===== config.mk =====
export PLATFORM = sky130hd
export DESIGN_NAME = pwmtg_top
export DESIGN_NICKNAME = d
export VERILOG_FILES = /design/src/rtl/pwmtg_pkg.sv /design/src/rtl/pwmtg_top.sv /design/src/rtl/pwmtg_microsecond_clock_divider.sv
export SDC_FILE = /design/constraint.sdc
export NUM_CORES = 1
export LEC_CHECK = 0
export ABC_CLOCK_PERIOD_IN_PS = 3500
export BUFFER_PORTS_ARGS = -buffer_cell sky130_fd_sc_hd__buf_2
export CAP_MARGIN = 20
export CELL_PAD_IN_SITES_DETAIL_PLACEMENT = 1
export CELL_PAD_IN_SITES_GLOBAL_PLACEMENT = 2
export CORE_MARGIN = 10
export CORE_UTILIZATION = 35
export CTS_BUF_LIST = sky130_fd_sc_hd__clkbuf_16
export CTS_CLUSTER_SIZE = 14
export DETAILED_ROUTE_END_ITERATION = 10
export PLACE_DENSITY_LB_ADDON = 0.3
export SKIP_CTS_REPAIR_TIMING = 1
export SYNTH_ARGS = -nofsm -noshare
export SYNTH_HDL_FRONTEND = slang
export SYNTH_SLANG_ARGS = --single-unit

===== constraint.sdc =====
create_clock -name sys_clk -period 3.5 [get_ports sys_clk]
set_input_delay 0.875 -clock sys_clk [delete_from_list [all_inputs] [get_ports sys_clk]]
set_output_delay 0.875 -clock sys_clk [all_outputs]
set_load 0.02 [all_outputs]

===== src/rtl/pwmtg_pkg.sv =====
package pwmtg_pkg;
	// ----------------------------------------------------------------
	// Register map and field layout
	// ----------------------------------------------------------------
	localparam logic [7:0] PWMTG_ADDR_CONTROL = 8'ha1;
	localparam logic [7:0] PWMTG_ADDR_LOW = 8'ha2;
	localparam logic [7:0] PWMTG_ADDR_HIGH = 8'ha3;
	localparam logic [7:0] PWMTG_CONTROL_RESET = 8'h00;
	localparam logic [15:0] PWMTG_COUNT_RESET = 16'h0000;
	localparam int PWMTG_BIT_START_LEVEL = 5;
	localparam int PWMTG_BIT_REG_SELECT = 4;
	localparam int PWMTG_BIT_CLOCK_SELECT = 3;
	localparam int PWMTG_MODE_MSB = 2;
	localparam logic [7:0] PWMTG_CONTROL_MASK = 8'h3f;
	// Mode field encodings
	localparam logic [2:0] PWMTG_MODE_OFF = 3'h0;
	localparam logic [2:0] PWMTG_MODE_PWM = 3'h1;
	localparam logic [2:0] PWMTG_MODE_SQUARE = 3'h2;
	localparam logic [2:0] PWMTG_MODE_STAIR = 3'h7;
	// ----------------------------------------------------------------
	// Timing
	// ----------------------------------------------------------------
	localparam int PWMTG_SYS_CLK_HZ = 20000000;
	localparam int PWMTG_MICROSECOND_CLOCK_HZ = 1000000;
	localparam int PWMTG_MICROSECOND_CLOCK_CYCLES = PWMTG_SYS_CLK_HZ / PWMTG_MICROSECOND_CLOCK_HZ;
	localparam logic [4:0] PWMTG_MICROSECOND_CLOCK_LAST = 5'(PWMTG_MICROSECOND_CLOCK_CYCLES - 1);
endpackage : pwmtg_pkg


===== src/rtl/pwmtg_top.sv =====
`timescale 1ns/1ns
// Summary of operation
// - Start level chooses duty as on or off
// - Select bit routes byte ports period/duty
// - Clock select: microsecond tick or system clock
// - Mode field: off, PWM, square, staircase
// - Low port accesses selected low byte
// - High port accesses selected high byte
// - Divisor sets tone half period length
// - Staircase floats last quarter of half period
module pwmtg_top (
	// Clock and reset
	input wire logic sys_clk,
	input wire logic sys_rst,
	// Register port
	input wire logic [7:0] reg_addr,
	input wire logic [7:0] reg_wdata,
	input wire logic reg_wr,
	input wire logic reg_rd,
	output logic [7:0] reg_rdata,
	// Generator pin
	output logic gen_out,
	output logic gen_oe
);
	import pwmtg_pkg::*;

	// ----------------------------------------------------------------
	// Register state
	// ----------------------------------------------------------------
	logic [7:0] control_q, control_d;
	logic [15:0] period_q, period_d;
	logic [15:0] duty_q, duty_d;
	logic [7:0] rdata_q, rdata_d;
	logic start_level;
	logic reg_select;
	logic clock_select;
	logic [2:0] generator_mode_field;
	logic [15:0] selected_value;

	assign start_level = control_q[PWMTG_BIT_START_LEVEL];
	assign reg_select = control_q[PWMTG_BIT_REG_SELECT];
	assign clock_select = control_q[PWMTG_BIT_CLOCK_SELECT];
	assign generator_mode_field = control_q[PWMTG_MODE_MSB:0];
	// Byte ports see whichever 16-bit register is selected
	assign selected_value = reg_select ? duty_q : period_q;

	// Write decode and read mux; unmapped reads return zero.
	// Each byte lands on its own, so software that changes a running
	// period byte by byte sees one mixed value for a short while.
	always_comb begin
		control_d = control_q;
		period_d = period_q;
		duty_d = duty_q;
		rdata_d = 8'h00;
		if (reg_wr) begin
			case (reg_addr)
				PWMTG_ADDR_CONTROL: begin
					control_d = reg_wdata & PWMTG_CONTROL_MASK;
				end
				PWMTG_ADDR_LOW: begin
					if (reg_select) duty_d[7:0] = reg_wdata;
					else period_d[7:0] = reg_wdata;
				end
				PWMTG_ADDR_HIGH: begin
					if (reg_select) duty_d[15:8] = reg_wdata;
					else period_d[15:8] = reg_wdata;
				end
				default: begin
				end
			endcase
		end
		// Read data stands one cycle only and is zero otherwise
		if (reg_rd) begin
			case (reg_addr)
				PWMTG_ADDR_CONTROL: rdata_d = control_q;
				PWMTG_ADDR_LOW: rdata_d = selected_value[7:0];
				PWMTG_ADDR_HIGH: rdata_d = selected_value[15:8];
				default: rdata_d = 8'h00;
			endcase
		end
	end

	// Register file; reset returns the generator to its disabled mode
	always_ff @(posedge sys_clk) begin
		if (sys_rst) begin
			control_q <= PWMTG_CONTROL_RESET;
			period_q <= PWMTG_COUNT_RESET;
			duty_q <= PWMTG_COUNT_RESET;
			rdata_q <= 8'h00;
		end else begin
			control_q <= control_d;
			period_q <= period_d;
			duty_q <= duty_d;
			rdata_q <= rdata_d;
		end
	end

	assign reg_rdata = rdata_q;

	// ----------------------------------------------------------------
	// Count clock
	// ----------------------------------------------------------------
	logic microsecond_clock_tick;
	logic count_en;

	pwmtg_microsecond_clock_divider u_microsecond_clock (
		.sys_clk(sys_clk),
		.sys_rst(sys_rst),
		.microsecond_clock_tick(microsecond_clock_tick)
	);

	// System clock counts every cycle, otherwise once per microsecond.
	// The tick runs free, so the first count after switching to it may
	// be short; keeping one divider saves a restart path on every
	// mode change.
	assign count_en = clock_select ? 1'b1 : microsecond_clock_tick;

	// ----------------------------------------------------------------
	// Waveform generator
	// ----------------------------------------------------------------
	typedef enum logic [1:0] {
		PWMTG_ST_IDLE,
		PWMTG_ST_PWM,
		PWMTG_ST_TONE
	} pwmtg_state_t;

	pwmtg_state_t state_q, state_d;
	logic [15:0] count_q, count_d;
	logic tone_q, tone_d;
	logic out_q, out_d;
	logic oe_q, oe_d;
	logic [15:0] float_from;
	logic [15:0] tone_last;
	logic tone_wrap;

	// Divisor is the period register while tones run: software keeps
	// the select bit clear then, duty is never used as divisor.
	// A half period is exactly divisor counts, so the count runs from
	// zero to one below the divisor. A zero divisor is taken as one
	// count rather than letting the subtraction wrap.
	assign tone_last = (period_q == 16'h0000) ? 16'h0000
		: period_q - 16'h0001;
	assign tone_wrap = (count_q >= tone_last);
	// Last quarter of the half period floats; the quarter rounds down,
	// so divisors from one to three never float at all
	assign float_from = period_q - {2'b00, period_q[15:2]};

	// Next-state and pin logic; the pins are registered so a count
	// compare can never glitch them
	always_comb begin
		state_d = state_q;
		count_d = count_q;
		tone_d = tone_q;
		out_d = 1'b0;
		oe_d = 1'b0;
		case (generator_mode_field)
			PWMTG_MODE_PWM: state_d = PWMTG_ST_PWM;
			PWMTG_MODE_SQUARE, PWMTG_MODE_STAIR: state_d = PWMTG_ST_TONE;
			default: state_d = PWMTG_ST_IDLE;
		endcase
		// A change of state restarts the waveform from a clean count; square to staircase keeps counting
		if (state_d != state_q) begin
			count_d = 16'h0000;
			tone_d = 1'b0;
		end
		case (state_q)
			PWMTG_ST_PWM: begin
				// Below duty drives the inverted start level, rest the start level
				oe_d = 1'b1;
				out_d = (count_q < duty_q) ? ~start_level
					: start_level;
				if (count_en && state_d == state_q) begin
					if (count_q >= period_q) count_d = 16'h0000;
					else count_d = count_q + 16'h0001;
				end
			end
			PWMTG_ST_TONE: begin
				out_d = tone_q;
				oe_d = 1'b1;
				if (generator_mode_field == PWMTG_MODE_STAIR &&
					count_q >= float_from) begin
					oe_d = 1'b0;
				end
				if (count_en && state_d == state_q) begin
					if (tone_wrap) begin
						count_d = 16'h0000;
						tone_d = ~tone_q;
					end else begin
						count_d = count_q + 16'h0001;
					end
				end
			end
			default: begin
				out_d = 1'b0;
				oe_d = 1'b0;
			end
		endcase
	end

	// Generator state; reset leaves the pin released and low
	always_ff @(posedge sys_clk) begin
		if (sys_rst) begin
			state_q <= PWMTG_ST_IDLE;
			count_q <= 16'h0000;
			tone_q <= 1'b0;
			out_q <= 1'b0;
			oe_q <= 1'b0;
		end else begin
			state_q <= state_d;
			count_q <= count_d;
			tone_q <= tone_d;
			out_q <= out_d;
			oe_q <= oe_d;
		end
	end

	// Pins come straight from flip-flops
	assign gen_out = out_q;
	assign gen_oe = oe_q;
endmodule : pwmtg_top


===== src/rtl/pwmtg_microsecond_clock_divider.sv =====
`timescale 1ns/1ns
// Microsecond tick: one-cycle enable pulse every PWMTG_MICROSECOND_CLOCK_CYCLES cycles
module pwmtg_microsecond_clock_divider (
	// Clock and reset
	input wire logic sys_clk,
	input wire logic sys_rst,
	// Tick out
	output logic microsecond_clock_tick
);
	import pwmtg_pkg::*;

	logic [4:0] div_q;
	logic [4:0] div_d;
	logic tick_q;
	logic tick_d;

	// Free-running count, wraps on the last cycle of each microsecond
	always_comb begin
		tick_d = (div_q == PWMTG_MICROSECOND_CLOCK_LAST);
		div_d = tick_d ? 5'h00 : div_q + 5'h01;
	end

	// Registered tick, so the enable has no combinational path
	always_ff @(posedge sys_clk) begin
		if (sys_rst) begin
			div_q <= 5'h00;
			tick_q <= 1'b0;
		end else begin
			div_q <= div_d;
			tick_q <= tick_d;
		end
	end

	assign microsecond_clock_tick = tick_q;
endmodule : pwmtg_microsecond_clock_divider


-- Word level (Yosys, flattened, before mapping)
Index checks and enable logic that the tools add are counted.
- bits in registers: 73
- input port bits: 20
- logic and storage cells: 66
- add/sub/neg operators: 4
- magnitude comparators: 4
- equal/unequal tests: 11
- multiplexer cells: 19
- bitwise gates (word level): 4
- reductions and logical operators: 11
- operator list (operator ; count):
    $mux W16 ; 7
    $ge A16 B16 Y1 ; 3
    $pmux W16 S2 ; 1
    $eq A8 B8 Y1 const B ; 3
    $pmux W8 S3 ; 1
    $add A16 B1 Y16 const B ; 1
    $logic_not A16 Y1 ; 1
    $lt A16 B16 Y1 ; 1
    $sub A16 B1 Y16 const B ; 1
    $sub A16 B14 Y16 ; 1
    $reduce_and A3 Y1 ; 4
    $mux W1 ; 7
    $reduce_or A2 Y1 ; 3
    $add A5 B1 Y5 const B ; 1
    $eq A5 B5 Y1 const B ; 1
    $not A1 Y1 ; 4
    $pmux W1 S2 ; 2
    $pmux W2 S2 ; 1
    $eq A3 B1 Y1 const B ; 1
    $eq A3 B2 Y1 const B ; 1
    $eq A3 B3 Y1 const B ; 1
    $eq A2 B1 Y1 const B ; 1
    $eq A2 B2 Y1 ; 1
    $eq A2 B2 Y1 const B ; 1
    other kinds (3) ; 4

-- Logic depth before layout (Yosys ltp)
Gate-level depths: netlist (run 1).
- depth after elaboration: 8
- mapped depth: 17

-- Cells and area by module
Synthesis (run 1) repeated with hierarchy kept, for this count alone.
- cells, all modules: 696
- area, all modules: 5621.6 um^2
- modules (own cells, without submodules) (module ; instances ; cells an instance ; area an instance (um^2) ; sequential area each (um^2)):
    pwmtg_top ; 1 ; 672 ; 5387.7 ; 1341.3
    pwmtg_microsecond_clock_divider ; 1 ; 24 ; 234.0 ; 120.1

-- Worst setup path before layout (run 1)
Ideal clock, no wire load.
- path kind: reg-to-reg
- start point: register period_q[4]
- end point: register count_q[10]
- setup time: 0.114 ns
- data arrival time: 3.148 ns
- required time: 3.386 ns
- slack: 0.238 ns
- stages on the path, launching flop included: 14
- path buffers: 1
- clock period less this slack: 3.262 ns
- path through: dfxtp_1 nor4_1 and3_1 nand4_1 and2_1 ha_1 nand2b_1 a21o_1 a211oi_1 o31ai_1 a21bo_2 clkbuf_1 a221oi_2 a21o_1
- word-level cells in the longest chain between the ends: 6
- ends and longest elaborated chain (what ; line ; source):
    start: declaration ; pwmtg_top.sv:31 ; logic [15:0] period_q, period_d;
    start signal: assignment ; pwmtg_top.sv:92 ; period_q <= period_d;
    $sub A16 B1 Y16 / $logic_not A16 Y1 (equally long branches) ; pwmtg_top.sv:142, pwmtg_top.sv:141 ;
    $mux W16 ; pwmtg_top.sv:141 ; assign tone_last = (period_q == 16'h0000) ? 16'h0000
    $ge A16 B16 Y1 ; pwmtg_top.sv:143 ; assign tone_wrap = (count_q >= tone_last);
    $mux W16 ; pwmtg_top.sv:185 ; if (tone_wrap) begin
    $mux W16 ; pwmtg_top.sv:184 ; if (count_en && state_d == state_q) begin
    $pmux W16 S2 (*) ; pwmtg_top.sv:166 ; case (state_q)
    end signal: assignment ; pwmtg_top.sv:210 ; count_q <= count_d;
    end: declaration ; pwmtg_top.sv:128 ; logic [15:0] count_q, count_d;
Every way passes the cells marked *; elsewhere a longest branch is shown, timed or not.
A chain may end at the register's enable or synchronous reset.

-- Worst setup path in the final report (run 1)
- start point: register period_q[2]
- end point: register count_q[2]
The elaborated chain is that of the path after synthesis.

==> results of run 1 <==
==> power by group through the flow <==
stage	combinational (mW)	clock [mW]	sequential, mW
6_report	0.103	0.910	0.836
3_3_place_gp	0.0944	0	0.855
3_5_place_dp	0.0966	0	0.856
4_1_cts	0.0972	0.923	0.836
5_1_grt	0.113	0.953	0.836
2_1_floorplan	0.0510	0	0.855
==> metrics by stage <==
step                      utilization, %  total power, mW  setup WS, ns  TNS, ns  hold WS [ns]
after detailed placement            39.8            0.952        0.0404        0         0.484
after CTS                           41.5             1.86       0.00603        0         0.491
after global routing                43.0             1.90       -0.0787   -0.669         0.515
after floorplan                        -            0.906         0.238        0         0.432
after global placement              39.8            0.949         0.136        0         0.446
final                               43.0             1.85         0.109        0         0.485
==> flip-flops by register name, indices dropped and copies added (netlist names) <==
name	cells
count_q	16
tone_q	1
state_q	2
gen_oe	1
u_microsecond_clock.microsecond_clock_tick	1
gen_out	1
control_q	6
period_q	16
reg_rdata	8
u_microsecond_clock.div_q	5
duty_q	16
==> worst max-delay path: stages, from the launching register on <==
cell      delay (ns)
dfxtp_4         0.37
nor4_4          0.30
and3_4          0.25
buf_4           0.12
nand2_2         0.08
nor3_2          0.22
xnor2_1         0.16
nand2_1         0.08
ha_1            0.29
nand2_1         0.07
o21ai_1         0.08
nor4_2          0.35
o31ai_2         0.16
a21bo_2         0.26
buf_12          0.16
a221oi_4        0.27
a21o_1          0.12
==> per-layer routing <==
metal | global-route usage (%) | part of all wire, % | vias up
met1 | 22.7 | 45 | 2669
met2 | 32.7 | 49 | 92
met3 | 3.37 | 3.4 | 37
met4 | 7.61 | 3.3 | 0
li1 | - | - | 2659
met5 | 0 | 0 | -
==> final cells by class <==
type / instances / area [sq um] / share of cell area [%]
clock inverters: 7 / 58.8 / 0.834
clock buffers: 9 / 225 / 3.19
well taps: 220 / 275 / 3.90
repair buffers: 86 / 593 / 8.41
multi-input cells: 556 / 4250 / 60.3
flip-flops and latches: 73 / 1470 / 20.8
inverters: 47 / 180 / 2.55
==> kinds of logic after synthesis <==
kind of cell    Yosys count  share of synthesized area (%)
simple gates            255                           21.4
compound gates          144                           18.1
fa+ha+maj                85                           18.4
flops                    73                           25.1
buf+inv                  68                           4.78
mux                      43                           7.86
xor+xnor                 29                           4.37
==> final timing paths <==
| kind | from | to | slack (ns) |
|---|---|---|---|
| max | period_q[2] | count_q[2] | 0.11 |
| min | u_microsecond_clock.div_q[0] | u_microsecond_clock.div_q[0] | 0.48 |
| max reg2reg | period_q[2] | count_q[2] | 0.11 |
| min reg2reg | u_microsecond_clock.div_q[0] | u_microsecond_clock.div_q[0] | 0.48 |
==> cell usage in the layout, fill, tap and decap left out, types with 12 or more instances in the layout <==
master	count
buf_2	29
dfxtp_1	69
inv_1	43
xnor2_1	19
mux2i_1	40
nor3_1	12
a21oi_1	31
nor2_1	67
nand2b_1	15
buf_4	54
ha_1	79
nand2_1	68
o21ai_0	26
a21o_1	31
nand3_1	24
==> key figures, run 1 <==
Outcome
  • Run status: completed

Clocking
  • CTS tree: done
  • Clk_lat worst skew: 0.35 ns
  • CTS H-tree depth: 3
  • Clk root buf: clkbuf_16
  • Clock slew at reported path FFs: ~0.070 ns
  • CTS Sinks: 73
  • Cts bufs inserted: 9
  • Max Buffers Root-to-Sink: 2

Power
  • Clock power share: 49.2%
  • VDD IR-drop max: roughly 0.25 mV
  • Sequential share of power: a little under half
  • Switching Share: around a quarter
  • P per Cell Area: approximately 260 mW/mm^2
  • Leakage power: around 3 nW
  • Gate power share: between 5 and 6%
  • Sw Pwr: just under 0.5 mW
  • Pint: 1.37 mW

Detailed routing
  • Initial DRC Count: 236
  • Routed WL: 21.0 mm
  • Vias post-DR: roughly 5.5k
  • Detailed-route wire length per cell: roughly 21 um
  • Drt drc: 0
  • ANT nets after route: 0
  • Vias per cell: 5.47
  • First-pass iteration count of the detailed router: 4

Synth
  • Async set-reset flop share out of synthesis: 0%
  • Leading post-synthesis cells by cell area: dfxtp_1 25%, ha_1 18%, mux2i_1 6.9%
  • EDFF count, synth: 0
  • Share of the synthesized area in the top cell type: between 20% and 30%
  • Synth warnings: 0
  • Synth cell types: 62
  • Sequential area share after synthesis: about a quarter
  • Post-synthesis instance total: 697
  • Register bit count reported by yosys: between 70 and 80
  • Main flop type after synthesis: dfxtp_1
  • Syn nets: around 800
  • Leading cell type by number of instances after synthesis: ha_1
  • Yosys top cell by area: dfxtp_1
  • Post-Syn Area per Cell: about 8.3 sq um
  • Synth Cell Area: 0.00581 sq mm
  • Synth top cells by count: 83 x ha_1, 73 x dfxtp_1, 70 x nand2_1

Placed design
  • Post-DP Area: around 0.0065 sq mm
  • Hpwl dp: ~17 mm
  • IO Port Bufs: 29
  • Inst Count DP: around 1000
  • RD Place Congestion: between 0.9 and 1

Timing
  • Slew Viols, Final: 0
  • Clock skew: roughly 0.0092 ns
  • Max Fclk: between 0.2 and 0.3 GHz
  • Final setup fails: 0
  • Slew Limit Headroom: a little over two fifths
  • Final Hold Viols: 0
  • Least-Margin Pin Slew: just under 0.9 ns
  • Min Tclk post-route: roughly 3.4 ns
  • Final Cycle Share: a little over nine tenths

Final layout
  • Antenna Cells: 0
  • Design area: roughly 0.007 sq mm
  • Fillcell total: 1953
  • Share of cells above drive strength 1: between 20 and 25%
  • Post-Layout Cell Count: about 1000
  • Nets@finish: 877
  • Area grow syn2layout: 21.3%

Die
  • Starting Density: a little over a third
  • I/O pin count: 30
  • Die X: ~150 um
  • Rows: 47
  • Die height: roughly 150 um
  • Die ar.: approximately 0.022 sq mm
  • Total core area: 0.0164 sq mm

Hold path
  • Hold Crit Class: flop to flop
  • Hold path cells: 1

Critical path
  • CP max FO: 15
  • CP Data Arrival Time: about 3.7 ns
  • Critical path type: flop to flop
  • Worst setup EP type: flop
  • Critical path startpoint category: flop
  • Reg2Reg Depth: 16
  • Critical Path RT: about 3.8 ns

Global route
  • Total grt overflow: 0
  • Total GRT Usage: a little under a fifth
  • Number of global-route vias before repair: between 5k and 6k
  • Largest net degree at the start of global routing: 51
  • First-pass GRT wire length: 32.7 mm
  • Initial antenna violation count: 1

Job
  • Max-cap violations: 0
Note: power is estimated with default switching activity, not from simulation.
==> run 2, diff against run 1 <==
--- a/config.mk
+++ b/config.mk
@@ -10,8 +10,9 @@
 export CAP_MARGIN = 20
 export CELL_PAD_IN_SITES_DETAIL_PLACEMENT = 1
 export CELL_PAD_IN_SITES_GLOBAL_PLACEMENT = 2
+export CORE_ASPECT_RATIO = 0.9
 export CORE_MARGIN = 10
-export CORE_UTILIZATION = 35
+export CORE_UTILIZATION = 34
 export CTS_BUF_LIST = sky130_fd_sc_hd__clkbuf_16
 export CTS_CLUSTER_SIZE = 14
 export DETAILED_ROUTE_END_ITERATION = 10
@@ -19,4 +20,5 @@
 export SKIP_CTS_REPAIR_TIMING = 1
 export SYNTH_ARGS = -nofsm -noshare
 export SYNTH_HDL_FRONTEND = slang
+export SYNTH_HIERARCHICAL = 1
 export SYNTH_SLANG_ARGS = --single-unit
==> run 2 against run 1 <==
- via count shrank 2.6%
- critical path depth up 2
- flip-flop and latch count is the same
- sequential power is essentially flat
- global-route usage decreased by 1.4 points
- worst setup slack got worse by 0.089 ns
- critical endpoint is now count_q[9]
- largest power group unchanged
==> key figures, run 2 <==
Placed design
  • Hpwl dp: around 15 mm
  • RD Place Congestion: 0.856
  • Inst Count DP: roughly 950
  • Post-DP Area: ~0.0063 sq mm
  • IO Port Bufs: 29

Global route
  • Number of global-route vias before repair: around 5.7k
  • Total GRT Usage: about 18%
  • Largest net degree at the start of global routing: 46
  • Initial antenna violation count: 0
  • Total grt overflow: 0
  • First-pass GRT wire length: slightly above 30 mm

Die
  • Die height: ~140 um
  • Die ar.: 0.0221 sq mm
  • Starting Density: 34.7%
  • Die X: approximately 160 um
  • Total core area: approximately 0.016 sq mm
  • Rows: 44
  • I/O pin count: 30

Critical path
  • Crit path from: period_q[6]
  • Flop-to-flop setup slack: approximately 0.020 ns
  • Reg2Reg Depth: 18
  • Critical path startpoint category: flop
  • Worst setup EP type: flop
  • Critical path type: flop to flop
  • Critical R2R Capture: count_q[9]
  • Critical Path RT: between 3 and 4 ns
  • CP max FO: 8
  • Reg-to-Reg Start: period_q[6]
  • CP Data Arrival Time: around 3.8 ns

Final layout
  • Antenna Cells: 0
  • Most frequent cells in the layout: 79 x ha_1, 68 x nand2_1, 66 x dfxtp_1
  • Share of cells above drive strength 1: 20.1%
  • Nets@finish: about 870
  • Commonest non-fill, non-tap cell in the layout: ha_1
  • Post-Layout Cell Count: approximately 1000
  • Post-Route Utilization: 42.4%
  • Biggest regs: count_q: 16 flops, duty_q: 16 flops, period_q: 16 flops
  • Area grow syn2layout: 22.2%
  • Design area: between 0.006 and 0.007 sq mm

Synth
  • Syn nets: 800
  • Yosys top cell by area: dfxtp_1
  • Register bit count reported by yosys: between 70 and 80
  • Synth Area in Adders: between 10% and 20%
  • Post-synthesis instance total: around 700
  • Largest family of logic cells by synthesized area: simple AND/OR/NAND/NOR gates
  • Post-Synth XOR/XNOR Area: between 5 and 6%
  • Async set-reset flop share out of synthesis: 0%
  • Share of the synthesized area in the top cell type: between 20% and 30%
  • Area share of and/or/nand/nor cells after synthesis: 19.8%
  • Synth warnings: 6
  • Synth cell types: 62
  • Multiplexer share of the synthesized area: under 10%
  • Post-Syn Area per Cell: about 8 sq um
  • EDFF count, synth: 0
  • Leading post-synthesis cells by cell area: dfxtp_1 26%, ha_1 18%, mux2i_1 5.9%
  • Sequential area share after synthesis: approximately a quarter
  • Main flop type after synthesis: dfxtp_1
  • Synth top cells by count: 83 x ha_1, 74 x nand2_1, 73 x dfxtp_1
  • Complex-gate fraction of the synthesized area: between 10% and 20%
  • Synth Cell Area: between 0.005 and 0.006 sq mm
  • Leading cell type by number of instances after synthesis: ha_1

Power
  • P per Cell Area: around 260 mW/mm^2
  • VDD IR-drop max: between 0.2 and 0.25 mV
  • Leakage power: 2.72 nW

Timing
  • Final Cycle Share: 99.4%
  • Least-Margin Pin Slew: around 0.86 ns
  • Slew Viols, Final: 0
  • Final setup fails: 0
  • Max Fclk: roughly 0.29 GHz
  • Slew Limit Headroom: 42.0%
  • Final Hold Viols: 0
  • Clock skew: 0.00552 ns
  • Min Tclk post-route: 3.48 ns
  • TNS Setup: 0 ns
  • RSZ-0062 raised after global routing: true

Clocking
  • CTS H-tree depth: 3
  • Clk_lat worst skew: 0.34 ns
  • Clock slew at reported path FFs: 0.06 ns
  • CTS tree: done
  • CTS Sinks: 73
  • Clk root buf: clkbuf_16
  • Cts bufs inserted: 9
  • Max Buffers Root-to-Sink: 2

Detailed routing
  • Initial DRC Count: just under 200
  • Routed WL: approximately 19 mm
  • First-pass iteration count of the detailed router: 4
  • ANT nets after route: 0
  • Detailed-route wire length per cell: between 15 and 20 um
  • Vias post-DR: around 5.3k
  • Vias per cell: about 5.5
  • Drt drc: 0

Hold path
  • Hold Crit Class: flop to flop
  • Hold-critical path endpoint: u_microsecond_clock/div_q[0]
  • Hold path cells: 1
  • Worst min-delay path startpoint: u_microsecond_clock/div_q[0]

Job
  • Max-cap violations: 0

Outcome
  • Run status: completed
==> run 2: cell types whose count changed after synthesis, moves of 8 or more <==
cell | previous run | this run
a21o_1 | 31 | 6
a21oi_1 | 35 | 54
o21ai_0 | 27 | 38
a221oi_2 | 10 | 0
a31oi_1 | 4 | 13
nand2b_1 | 15 | 7
==> run 2: worst max-delay path by stage <==
| stage | to | slack [ns] | depth (start not counted) |
|---|---|---|---|
| after floorplan | count_q[11] | 0.04 | 17 |
| after global placement | gen_oe | -0.27 | 16 |
| after detailed placement | gen_oe | -0.32 | 16 |
| after CTS | gen_oe | -0.35 | 16 |
| after global routing | count_q[12] | -0.16 | 17 |
| final | count_q[9] | 0.02 | 18 |
==> run 2: layout make-up <==
class                           instances  area, sq um
Fill cell                            1971         9320
Multi-Input combinational cell        549         4110
Sequential cell                        73         1470
Timing Repair Buffer                   80          574
Tap cell                              207          259
Clock buffer                            9          225
Inverter                               51          191
Clock inverter                          6         37.5
==> run 2: where the power goes <==
part | switching [mW] | internal (mW)
Clock | 0.379 | 0.472
Combinational | 0.0639 | 0.0416
Sequential | 0.00330 | 0.833
==> run 2: routing by layer <==
layer  track usage, %  wire length [um]
met2             28.6              9090
met1             22.7              9270
met4             5.95               468
met5                0                 0
met3             3.35               612
==> run 2: cell families (layout without fill, tap and decap cells) <==
group                      after synthesis  after routing
and+or+nand+nor                        231            231
DFF                                     73             73
AOI/OAI and AO/OA                      165            165
xor gates and xnor gates                33             33
adders and majority gates               85             85
buffers and inverters                   74            146
muxes                                   35             35
==> run 2: metrics by stage <==
stage / hold slack, ns / setup slack (ns) / total power, mW
after floorplan: 0.418 / 0.0359 / 0.908
after detailed placement: 0.472 / -0.320 / 0.952
after global routing: 0.508 / -0.161 / 1.87
final: 0.472 / 0.0199 / 1.79
after global placement: 0.433 / -0.268 / 0.949
after CTS: 0.481 / -0.351 / 1.81
==> run 2: critical path, cell delays in order (launching register included) <==
cell and delay (ns):
dfxtp_2 0.33, inv_2 0.05, nand4_1 0.17, nor4_4 0.34
nand2_1 0.12, nor2_1 0.12, nand4_1 0.12, buf_6 0.17
buf_4 0.16, buf_4 0.14, nand2_1 0.06, ha_1 0.23
o22ai_2 0.15, o31ai_2 0.08, a211o_1 0.31, a211oi_4 0.32
clkbuf_16 0.20, or2b_1 0.22, a31oi_1 0.12
==> run 3, diff against run 2 <==
--- a/config.mk
+++ b/config.mk
@@ -17,6 +17,7 @@
 export CTS_CLUSTER_SIZE = 14
 export DETAILED_ROUTE_END_ITERATION = 10
 export PLACE_DENSITY_LB_ADDON = 0.3
+export RECOVER_POWER = 50
 export SKIP_CTS_REPAIR_TIMING = 1
 export SYNTH_ARGS = -nofsm -noshare
 export SYNTH_HDL_FRONTEND = slang
==> run 3 against run 2 <==
- highest routed layer unchanged
- die area unchanged
- routed wire length increased by 0.12%
- core utilization decreased by 0.10 points
- largest power group unchanged
- the run now ends with capacitance limit, slew limit left
- clock skew increased by 0.00062 ns
- global-route usage unchanged
- fmax decreased by 0.21%
- cell area decreased by 0.24%
- cell count unchanged
- first-iteration DRC count decreased by 2.1%
- combinational power about the same
- non-clock buffer count unchanged
- clock power about the same
==> key figures, run 3 (synthesized netlist as in run 2, its figures left out) <==
Timing
  • RSZ-0062 raised after global routing: true
  • Final setup fails: 0
  • Final Hold Viols: 0
  • Clock skew: a little over 0.006 ns
  • Min Tclk post-route: approximately 3.5 ns
  • Least-Margin Pin Slew: 2.13 ns
  • Final Cycle Share: approximately 100%
  • Max Fclk: 0.287 GHz
  • Slew Limit Headroom: -42.2%
  • Slew Viols, Final: 46

Clocking
  • Clk_lat worst skew: between 0.3 and 0.4 ns
  • Clock slew at reported path FFs: approximately 0.060 ns
  • CTS Sinks: 73
  • CTS tree: done
  • Max Buffers Root-to-Sink: 2
  • Clk root buf: clkbuf_16
  • Cts bufs inserted: 9
  • CTS H-tree depth: 3

Power
  • Tot Pwr: ~1.8 mW
  • Leakage power: roughly 2.7 nW
  • P per Cell Area: about 260 mW/mm^2
  • VDD IR-drop max: between 0.2 and 0.25 mV

Critical path
  • Critical R2R Capture: count_q[9]
  • Flop-to-flop setup slack: 0.01 ns
  • Reg-to-Reg Start: period_q[6]
  • Worst setup EP type: flop
  • Critical path startpoint category: flop
  • Critical path type: flop to flop
  • CP Data Arrival Time: 3.76 ns
  • Critical Path RT: roughly 3.8 ns
  • CP max FO: 8
  • Reg2Reg Depth: 18

Placed design
  • Hpwl dp: approximately 15 mm
  • RD Place Congestion: between 0.8 and 0.9
  • Post-DP Area: around 0.0063 sq mm
  • IO Port Bufs: 29

Die
  • Die height: around 140 um
  • Die ar.: roughly 0.022 sq mm
  • Rows: 44
  • Total core area: between 0.015 and 0.02 sq mm
  • I/O pin count: 30
  • Die X: about 160 um
  • Starting Density: a little over a third

Hold path
  • Worst min-delay path startpoint: u_microsecond_clock/div_q[0]
  • Hold path cells: 1
  • Hold-critical path endpoint: u_microsecond_clock/div_q[0]
  • Hold Crit Class: flop to flop

Global route
  • Number of global-route vias before repair: 5691
  • First-pass GRT wire length: approximately 31 mm
  • Total grt overflow: 0
  • Total GRT Usage: between 10% and 20%
  • Largest net degree at the start of global routing: 46
  • Initial antenna violation count: 0

Detailed routing
  • ANT nets after route: 0
  • Vias post-DR: ~5.3k
  • First-pass iteration count of the detailed router: 4
  • Vias per cell: between 5 and 6
  • Detailed-route wire length per cell: around 20 um
  • Drt drc: 0
  • Initial DRC Count: 191
  • Routed WL: between 15 and 20 mm

Final layout
  • Nets@finish: 868
  • Biggest regs: count_q: 16 flops, duty_q: 16 flops, period_q: 16 flops
  • Area grow syn2layout: 21.9%
  • Most frequent cells in the layout: 79 x ha_1, 68 x nand2_1, 66 x dfxtp_1
  • Design area: 0.00685 sq mm
  • Share of cells above drive strength 1: 18.6%
  • Fillcell total: about 2.0k
  • Antenna Cells: 0
  • Commonest non-fill, non-tap cell in the layout: ha_1

Outcome
  • Run status: complete, but fails checks
  • Failing checks: capacitance limit, slew limit

Job
  • Max-cap violations: 1
## run 3: cell types whose count changed in the layout (fill, tap and decap cells not counted), sizes merged
| cell | delta |
|---|---|
| buf | -11 |
| clkbuf | +11 |
## run 3: per-stage QoR
stage | setup slack (ns) | utilization [%] | hold WS (ns) | TNS [ns] | std cells
6_report | 0.0126 | 42.3 | 0.480 | 0 | 975
3_5_place_dp | -0.320 | 38.7 | 0.472 | -2.69 | 951
5_1_grt | -0.161 | 42.3 | 0.508 | -1.89 | 975
3_3_place_gp | -0.268 | 38.7 | 0.433 | -1.26 | 950
4_1_cts | -0.351 | 40.3 | 0.481 | -3.14 | 966
2_1_floorplan | 0.0359 | - | 0.418 | 0 | 696
## run 3: layer usage
metal  share of wire, %  track usage (%)  vias up
li1                   -                -     2622
met1                 48             22.7     2614
met2                 46             28.6       75
met3                3.1             3.35       29
met4                2.4             5.95        0
met5                  0                0        -
## run 3: worst max-delay path: stages (launching register included)
cell and delay (ns):
dfxtp_2 0.33, inv_2 0.05, nand4_1 0.17, nor4_4 0.34
nand2_1 0.12, nor2_1 0.12, nand4_1 0.12, buf_6 0.17
buf_4 0.16, buf_4 0.14, nand2_1 0.06, ha_1 0.23
o22ai_2 0.15, o31ai_2 0.08, a211o_1 0.31, a211oi_4 0.32
clkbuf_16 0.20, or2b_1 0.22, a31oi_1 0.12
## run 3: worst max path at each step
stage / startpoint / endpoint / slack (ns) / cells past startpoint
3_3_place_gp: period_q[2] / gen_oe / -0.27 / 16
6_report: period_q[6] / count_q[9] / 0.01 / 18
2_1_floorplan: period_q[6] / count_q[11] / 0.04 / 17
4_1_cts: period_q[2] / gen_oe / -0.35 / 16
3_5_place_dp: period_q[2] / gen_oe / -0.32 / 16
5_1_grt: period_q[7] / count_q[12] / -0.16 / 17
## run 3: cell type report
class | count | area [sq um] | share of cell area [%]
sequential | 73 | 1470 | 21.5
clock buffer | 9 | 225 | 3.29
timing repair buffer | 80 | 558 | 8.14
multi-input combinational | 549 | 4110 | 60.0
clock inverter | 6 | 37.5 | 0.548
inverter | 51 | 191 | 2.79
tap | 207 | 259 | 3.78
## run 3: report_power, final
part	switching, mW	internal [mW]	total, mW
registers	0.00332	0.833	0.837
logic	0.0644	0.0411	0.105
clock network	0.382	0.472	0.854
total	0.450	1.35	1.80
